[config.mk]
export PLATFORM = sky130hd
export DESIGN_NAME = ectr_top
export DESIGN_NICKNAME = d
export VERILOG_FILES = /design/src/ectr_pkg.sv /design/src/ectr_top.sv
export SDC_FILE = /design/constraint.sdc
export NUM_CORES = 1
export LEC_CHECK = 0
export BUFFER_PORTS_ARGS = -buffer_cell sky130_fd_sc_hd__buf_2
export CAP_MARGIN = 20
export CORE_MARGIN = 10
export CORE_UTILIZATION = 34
export DETAILED_ROUTE_END_ITERATION = 7
export GPL_TIMING_DRIVEN = 0
export PLACE_DENSITY_LB_ADDON = 0.2
export SLEW_MARGIN = 20
export SYNTH_ARGS = -nofsm -noshare
export SYNTH_HDL_FRONTEND = slang
export SYNTH_SLANG_ARGS = --single-unit
export TNS_END_PERCENT = 5
[constraint.sdc]
create_clock -name SYS_CLK -period 4 [get_ports SYS_CLK]
set_input_delay 0.8 -clock SYS_CLK [delete_from_list [all_inputs] [get_ports SYS_CLK]]
set_output_delay 0.8 -clock SYS_CLK [all_outputs]
set_load 0.01 [all_outputs]
[src/ectr_pkg.sv]
// Overview of operation
// - counting down, one underflow per reload value plus one counted events.
// - counting begins when software sets the start flag to one.
// - clearing the start flag stops counting and holds the count.
// - each overflow (up) or underflow (down) raises an interrupt request.
// - event input pin is either general-purpose I/O or the count source.
// - output pin is general-purpose I/O, pulse output, or up/down select input.
// - reading the counter register returns the current count.
// - writing the counter while stopped loads both reload register and counter.
// - writing the counter while running loads only the reload register.
// - counting up, one overflow per 0xffff minus reload plus one events.
// - on overflow or underflow the counter reloads and keeps counting.
// - a reload value written while running enters the counter at next reload.
// - software selects the active edge of the external count input.
package ectr_pkg;

  localparam int AXI_AW = 8;
  localparam int CNT_W = 16;

  // register byte addresses
  localparam logic [AXI_AW-1:0] ADDR_CTRL = 8'h00;
  localparam logic [AXI_AW-1:0] ADDR_COUNT = 8'h04;
  localparam logic [AXI_AW-1:0] ADDR_RELOAD = 8'h08;
  localparam logic [AXI_AW-1:0] ADDR_STATUS = 8'h0c;
  localparam logic [AXI_AW-1:0] ADDR_MASK = 8'h10;
  localparam logic [AXI_AW-1:0] ADDR_GPIO = 8'h14;

  localparam logic [CNT_W-1:0] CNT_FULL = 16'hffff;
  localparam logic [CNT_W-1:0] CNT_ZERO = 16'h0000;

  // status and mask bit positions
  localparam int STS_OVF = 0;
  localparam int STS_UNF = 1;

  // gpio register bit positions
  localparam int GPIO_IN_OUT = 0;
  localparam int GPIO_OUT_OUT = 1;
  localparam int GPIO_IN_DRV = 2;
  localparam int GPIO_OUT_DRV = 3;
  localparam int GPIO_LVL_LO = 4;

  localparam logic [1:0] RESP_OKAY = 2'b00;
  localparam logic [1:0] RESP_SLVERR = 2'b10;

  typedef enum logic [1:0] {
    ECTR_EDGE_RISE = 2'b00,
    ECTR_EDGE_FALL = 2'b01,
    ECTR_EDGE_BOTH = 2'b11
  } ectr_edge_t;

  typedef enum logic [1:0] {
    ECTR_OUT_GPIO = 2'b00,
    ECTR_OUT_PULSE = 2'b01,
    ECTR_OUT_DIR_IN = 2'b11
  } ectr_out_t;

  // control register, bit 0 is start
  typedef struct packed {
    ectr_out_t out_mode;   // [6:5]
    logic in_src;          // [4]
    ectr_edge_t edge_sel;  // [3:2]
    logic down;            // [1]
    logic start;           // [0]
  } ectr_ctrl_t;

  localparam int CTRL_W = 7;

  typedef struct packed {
    logic aw_got;
    logic [AXI_AW-1:0] aw_addr;
    logic w_got;
    logic [31:0] wdata;
    logic [3:0] wstrb;
    logic bvalid;
    logic [1:0] bresp;
    logic rvalid;
    logic [31:0] rdata;
    logic [1:0] rresp;
    ectr_ctrl_t ctrl;
    logic [CNT_W-1:0] cnt;
    logic [CNT_W-1:0] reload;
    logic [1:0] sts;
    logic [1:0] mask;
    logic [3:0] gpio;
    logic [1:0] sync1;
    logic [1:0] sync2;
    logic [1:0] sync3;
    logic pulse;
  } ectr_state_t;

  localparam ectr_state_t ECTR_STATE_RESET = '0;

endpackage

[src/ectr_top.sv]
`timescale 1ns/1ns
module ectr_top import ectr_pkg::*; (
  input wire logic SYS_CLK,                   // 20 MHz system clock
  input wire logic RST_B,                     // async reset, active low
  input wire logic [AXI_AW-1:0] S_AXI_AWADDR, // write address
  input wire logic S_AXI_AWVALID,             // write address valid
  output logic S_AXI_AWREADY,                 // write address ready
  input wire logic [31:0] S_AXI_WDATA,        // write data
  input wire logic [3:0] S_AXI_WSTRB,         // write byte strobes
  input wire logic S_AXI_WVALID,              // write data valid
  output logic S_AXI_WREADY,                  // write data ready
  output logic [1:0] S_AXI_BRESP,             // write response
  output logic S_AXI_BVALID,                  // write response valid
  input wire logic S_AXI_BREADY,              // write response ready
  input wire logic [AXI_AW-1:0] S_AXI_ARADDR, // read address
  input wire logic S_AXI_ARVALID,             // read address valid
  output logic S_AXI_ARREADY,                 // read address ready
  output logic [31:0] S_AXI_RDATA,            // read data
  output logic [1:0] S_AXI_RRESP,             // read response
  output logic S_AXI_RVALID,                  // read data valid
  input wire logic S_AXI_RREADY,              // read data ready
  input wire logic EVT_IN_I,                  // event input pin level
  output logic EVT_IN_O,                      // event input pin drive value
  output logic EVT_IN_OE_B,                   // event input pin drive enable, low drives
  input wire logic EVT_OUT_I,                 // event output pin level
  output logic EVT_OUT_O,                     // event output pin drive value
  output logic EVT_OUT_OE_B,                  // event output pin drive enable, low drives
  output logic IRQ                            // level interrupt
);

  function automatic logic [31:0] merge_bytes(input logic [31:0] old_val,
                                              input logic [31:0] new_val,
                                              input logic [3:0] strb);
    logic [31:0] res;
    res = old_val;
    for (int i = 0; i < 4; i++) begin
      if (strb[i]) begin
        res[i*8 +: 8] = new_val[i*8 +: 8];
      end
    end
    return res;
  endfunction

  ectr_state_t s;
  ectr_state_t next_s;
  logic rise;
  logic fall;
  logic edge_hit;
  logic ev;
  logic up;
  logic wrap;
  logic wr_fire;
  logic [31:0] mrg_ctrl;
  logic [31:0] mrg_cnt;
  logic [31:0] mrg_reload;
  logic [31:0] mrg_mask;
  logic [31:0] mrg_gpio;
  logic [1:0] evt;
  logic [1:0] clr;

  // stage 3 is only an edge history, the pins are read from stage 2
  assign rise = s.sync2[0] & ~s.sync3[0];
  assign fall = ~s.sync2[0] & s.sync3[0];

  always_comb begin
    unique case (s.ctrl.edge_sel)
      ECTR_EDGE_RISE: edge_hit = rise;
      ECTR_EDGE_FALL: edge_hit = fall;
      ECTR_EDGE_BOTH: edge_hit = rise | fall;
      default: edge_hit = rise;
    endcase
  end

  // pin counts only while it is the count source and the start flag is set
  assign ev = s.ctrl.start & s.ctrl.in_src & edge_hit;
  // pin high selects up when the output pin is the direction input
  assign up = (s.ctrl.out_mode == ECTR_OUT_DIR_IN) ? s.sync2[1] : ~s.ctrl.down;
  assign wrap = up ? (s.cnt == CNT_FULL) : (s.cnt == CNT_ZERO);
  assign evt = {ev & wrap & ~up, ev & wrap & up};

  assign wr_fire = s.aw_got & s.w_got & ~s.bvalid;
  // merged words are full width, each register keeps only its own low bits
  assign mrg_ctrl = merge_bytes({25'h0, s.ctrl}, s.wdata, s.wstrb);
  assign mrg_cnt = merge_bytes({16'h0, s.cnt}, s.wdata, s.wstrb);
  assign mrg_reload = merge_bytes({16'h0, s.reload}, s.wdata, s.wstrb);
  assign mrg_mask = merge_bytes({30'h0, s.mask}, s.wdata, s.wstrb);
  assign mrg_gpio = merge_bytes({28'h0, s.gpio}, s.wdata, s.wstrb);
  assign clr = (wr_fire && s.aw_addr == ADDR_STATUS) ? s.wdata[1:0] & {2{s.wstrb[0]}} : 2'b00;

  always_comb begin
    next_s = s;
    next_s.sync1 = {EVT_OUT_I, EVT_IN_I};
    next_s.sync2 = s.sync1;
    next_s.sync3 = s.sync2;

    // write channels are taken independently, the write acts once both are held
    if (S_AXI_AWVALID && !s.aw_got) begin
      next_s.aw_got = 1'b1;
      next_s.aw_addr = S_AXI_AWADDR;
    end
    if (S_AXI_WVALID && !s.w_got) begin
      next_s.w_got = 1'b1;
      next_s.wdata = S_AXI_WDATA;
      next_s.wstrb = S_AXI_WSTRB;
    end
    if (s.bvalid && S_AXI_BREADY) begin
      next_s.bvalid = 1'b0;
    end

    // count path; reload uses the value held before any same-cycle write
    if (ev) begin
      if (wrap) begin
        next_s.cnt = s.reload;
        next_s.pulse = ~s.pulse;
      end else if (up) begin
        next_s.cnt = s.cnt + 16'h0001;
      end else begin
        next_s.cnt = s.cnt - 16'h0001;
      end
    end

    if (wr_fire) begin
      next_s.aw_got = 1'b0;
      next_s.w_got = 1'b0;
      next_s.bvalid = 1'b1;
      next_s.bresp = RESP_OKAY;
      unique case (s.aw_addr)
        ADDR_CTRL: begin
          next_s.ctrl = ectr_ctrl_t'(mrg_ctrl[CTRL_W-1:0]);
        end
        ADDR_COUNT: begin
          next_s.reload = mrg_reload[CNT_W-1:0];
          if (!s.ctrl.start) begin
            next_s.cnt = mrg_cnt[CNT_W-1:0];
          end
        end
        ADDR_STATUS: begin
        end
        ADDR_MASK: begin
          next_s.mask = mrg_mask[1:0];
        end
        ADDR_GPIO: begin
          next_s.gpio = mrg_gpio[3:0];
        end
        default: begin
          next_s.bresp = RESP_SLVERR;
        end
      endcase
    end

    // an event in the clearing cycle survives
    next_s.sts = (s.sts & ~clr) | evt;

    if (s.rvalid && S_AXI_RREADY) begin
      next_s.rvalid = 1'b0;
    end
    if (S_AXI_ARVALID && !s.rvalid) begin
      next_s.rvalid = 1'b1;
      next_s.rresp = RESP_OKAY;
      unique case (S_AXI_ARADDR)
        ADDR_CTRL: next_s.rdata = {25'h0, s.ctrl};
        ADDR_COUNT: next_s.rdata = {16'h0, s.cnt};
        ADDR_RELOAD: next_s.rdata = {16'h0, s.reload};
        ADDR_STATUS: next_s.rdata = {30'h0, s.sts};
        ADDR_MASK: next_s.rdata = {30'h0, s.mask};
        ADDR_GPIO: next_s.rdata = {26'h0, s.sync2, s.gpio};
        default: begin
          next_s.rdata = 32'h0000_0000;
          next_s.rresp = RESP_SLVERR;
        end
      endcase
    end
  end

  always_ff @(posedge SYS_CLK or negedge RST_B) begin
    if (!RST_B) begin
      s <= ECTR_STATE_RESET;
    end else begin
      s <= next_s;
    end
  end

  assign S_AXI_AWREADY = ~s.aw_got;
  assign S_AXI_WREADY = ~s.w_got;
  assign S_AXI_BVALID = s.bvalid;
  assign S_AXI_BRESP = s.bresp;
  assign S_AXI_ARREADY = ~s.rvalid;
  assign S_AXI_RVALID = s.rvalid;
  assign S_AXI_RDATA = s.rdata;
  assign S_AXI_RRESP = s.rresp;

  // input pin is never driven while it is the count source
  assign EVT_IN_O = s.gpio[GPIO_IN_OUT];
  assign EVT_IN_OE_B = ~(s.gpio[GPIO_IN_DRV] & ~s.ctrl.in_src);
  assign EVT_OUT_O = (s.ctrl.out_mode == ECTR_OUT_PULSE) ? s.pulse : s.gpio[GPIO_OUT_OUT];
  assign EVT_OUT_OE_B = ~((s.ctrl.out_mode == ECTR_OUT_PULSE) |
                          ((s.ctrl.out_mode == ECTR_OUT_GPIO) & s.gpio[GPIO_OUT_DRV]));
  assign IRQ = |(s.sts & s.mask);
endmodule // ectr_top

==> flow_summary.yaml <==
timing:
  final_hold_viol_count: 0
  rsz0062_at_grt: "false"
  fin_crit_sh_pct: 76.0
  setup_tns_ns: 0
  fin_skew_ns: 0.00738
  maxSlewHeadroom_pct: 41.5
  fmax_mhz: 329
  setup_viol: 0
  fin_crit_ns: 3.04
  worst_pin_slew_ns: 0.877
  drv_slew: 0
floorplanning:
  die_h_um: 145
  core_um2: 15200
  start_util_pct: 34.7
  rows: 45
  die_w_um: 145
  dieArea_um2: 20900
  io_pins: 107
placement:
  gp_congestion: 0.851
  port_buffers: 68
  placed_cell_area_um2: 5950
  dpl.hpwl_um: 10600
synthesis:
  netlist.top_cell.by_area: "dfrtp_1"
  synth_ff_type: "dfrtp_1"
  synth_top_area_share_pct: 47.9
  synthCells: 498
  yosys-top-cells-count: "101 x dfrtp_1, 53 x mux2_2, 43 x nand2_1, 36 x buf_4, 34 x o21ai_0"
  yosys_register_bits: 101
  yosys_warnings: 0
  ys_top_cells_by_area: "dfrtp_1 48%, mux2_2 11%, buf_4 5.1%"
  synth_edf_count: 0
  syn_area_um2: 5280
  synth.most_common_cell: "dfrtp_1"
  synthArstFlopShare_pct: 100
  syn-mean-instance-area_um2: 10.6
  ys_seq_area_share_pct: 47.9
  ys_types: 63
cts:
  htree_levels: 3
  cts-resized-gates: 0
  cts_tree: "yes"
  cts_setup_buffers: 0
  worstSkewPairLatency_ns: 0.35
  root_buffer: "clkbuf_16"
  cts_sinks: 101
  hold_buffers: 0
  cts_made_buffers: 9
  clockBufferDepth: 2
  clk_pin_slew_worst_paths_ns: 0.07
detailed_routing:
  wl_um: 14100
  final_antenna_net_count: 0
  drt-pass1-iter-count: 7
  drc: 0
  vias: 4111
  viasPerCell: 5.22
  drt_iter0_markers: 307
  wl_per_cell_um: 17.9
global_route:
  grt_pass1_wl_um: 22600
  overflow: 0
  first_global_vias: 4160
  grt_max_degree: 53
  grtUsageTotal_pct: 13.9
  antenna_found_initial: 0
critical_path:
  reg2reg_depth: 10
  max_stage_delay_ns: 0.46
  crit_family: "simple AND/OR/NAND/NOR gates"
  crit_path_max_fanout: 8
  r2r-end: "s[43]"
  r2r_slack_ns: 0.96
  required_ns: 4.24
  crit_buf_inv: 0
  critPathKind: "reg -> reg"
  cpMaxStageDelayCell: "dfrtp_1"
  path_cells: "and3b_1, nor2_1, xnor2_1, ha_1, nand4_1, nor3_1, nor2b_1, a2111oi_0, o211a_1, a211o_1"
  cp-start-kind: "register"
  cp-end-kind: "register"
  r2r-start: "s[53]"
  critPathArrivalTime_ns: 3.28
min_path:
  min_path_type: "reg -> reg"
  whs_path_depth: 0
  min_from: "next_s[3]"
  min_to: "next_s[1]"
layout:
  nNetsFinal: 659
  multi_input_area_um2: 2390
  fin_area_um2: 6250
  n_antenna_cell: 0
  layout-drive-gt1-share_pct: 31.5
  nFillCells: 1510
  regArea_um2: 2530
  areaGrowthSynthToFinish_pct: 18.5
power:
  p_leak_nw: 2.89
  ir_worst_vdd_uv: 317
  power_density_nw_per_um2: 484
run:
  drv_cap: 0
status:
  status: "finished, final reports clean"
==> routing by layer <==
layer	global-route usage, %	up-vias	part of all wire [%]
met5	0	-	0
met1	18.5	2011	46
li1	-	1967	-
met2	21.2	124	46
met3	4.66	9	8.0
met4	3.19	0	0.64
==> worst reg2reg max path: stages, from the launching register on <==
cell       delay, ns
dfrtp_1         0.46
and3b_1         0.23
nor2_1          0.24
xnor2_1         0.16
ha_1            0.31
nand4_1         0.12
nor3_1          0.46
nor2b_1         0.29
a2111oi_0       0.16
o211a_1         0.25
a211o_1         0.26
==> state kept, by name, indices dropped and copies added (netlist names) <==
register,count
S_AXI_RVALID,1
S_AXI_BVALID,1
s,76
S_AXI_BRESP,1
EVT_IN_O,1
next_s,4
S_AXI_RRESP,1
S_AXI_RDATA,16
==> logic make-up (layout without fill, tap and decap cells) <==
kind of cell    Yosys count  in the layout  share of synthesized area (%)
flops                   101            101                           47.9
buf+inv                  74            159                           8.13
xor+xnor                 12             12                           1.99
other cells               1             18                         0.0711
mux                      57             57                           12.3
fa+ha+maj                 3              3                          0.711
simple gates            130            130                           13.0
compound gates          120            120                           15.8
==> report_power, final <==
part | switching, mW | leakage [nW] | internal (mW)
sequential | 0.230 | 1.32 | 1.24
combinational | 0.331 | 1.43 | 0.345
clock | 0.379 | 0.143 | 0.501
==> area by class of cell <==
cell class                      count  area share, %
Tap cell                          188           3.76
Clock buffer                       12           3.94
Buffer                             59           5.96
Clock inverter                      4          0.760
Multi-Input combinational cell    340           38.3
Inverter                           15          0.901
Timing Repair Buffer               69           5.98
Sequential cell                   101           40.4
==> worst max path at each step <==
stage / from / end / slack, ns / cells past startpoint
after floorplan: s[53] / s[43] / 1.51 / 10
final: s[53] / s[43] / 0.96 / 10
after global placement: S_AXI_ARADDR[0] / S_AXI_RDATA[0] / 0.94 / 8
after CTS: s[53] / s[43] / 0.98 / 10
after global routing: s[53] / s[43] / 0.73 / 10
after detailed placement: S_AXI_ARADDR[0] / S_AXI_RDATA[0] / 0.90 / 8
==> stage by stage <==
stage / hold WS, ns / total power, mW / worst slack (ns) / util (%) / cells
after detailed placement: 0.342 / 2.17 / 0.902 / 39.1 / 772
after floorplan: 0.331 / 1.91 / 1.51 / - / 515
after CTS: 0.358 / 3.06 / 0.978 / 41.1 / 788
final: 0.356 / 3.03 / 0.960 / 41.1 / 788
after global routing: 0.359 / 3.22 / 0.733 / 41.1 / 788
after global placement: 0.333 / 2.13 / 0.943 / 38.9 / 771
==> cell usage in the layout, fill, tap and decap left out, types with 6 or more instances in the layout <==
cell type / instances
nor2_1: 18
buf_2: 68
o21ai_0: 34
o22ai_1: 10
clkbuf_16: 9
nor2b_1: 6
nor3_1: 11
conb_1: 18
a222oi_1: 6
nand2_1: 43
xnor2_1: 6
nand3_1: 9
a21oi_1: 15
inv_1: 15
and3_1: 6
a22oi_1: 14
mux2_2: 53
clkbuf_1: 21
xor2_1: 6
buf_4: 36
dfrtp_1: 101
(Power assumes the default switching activity.)
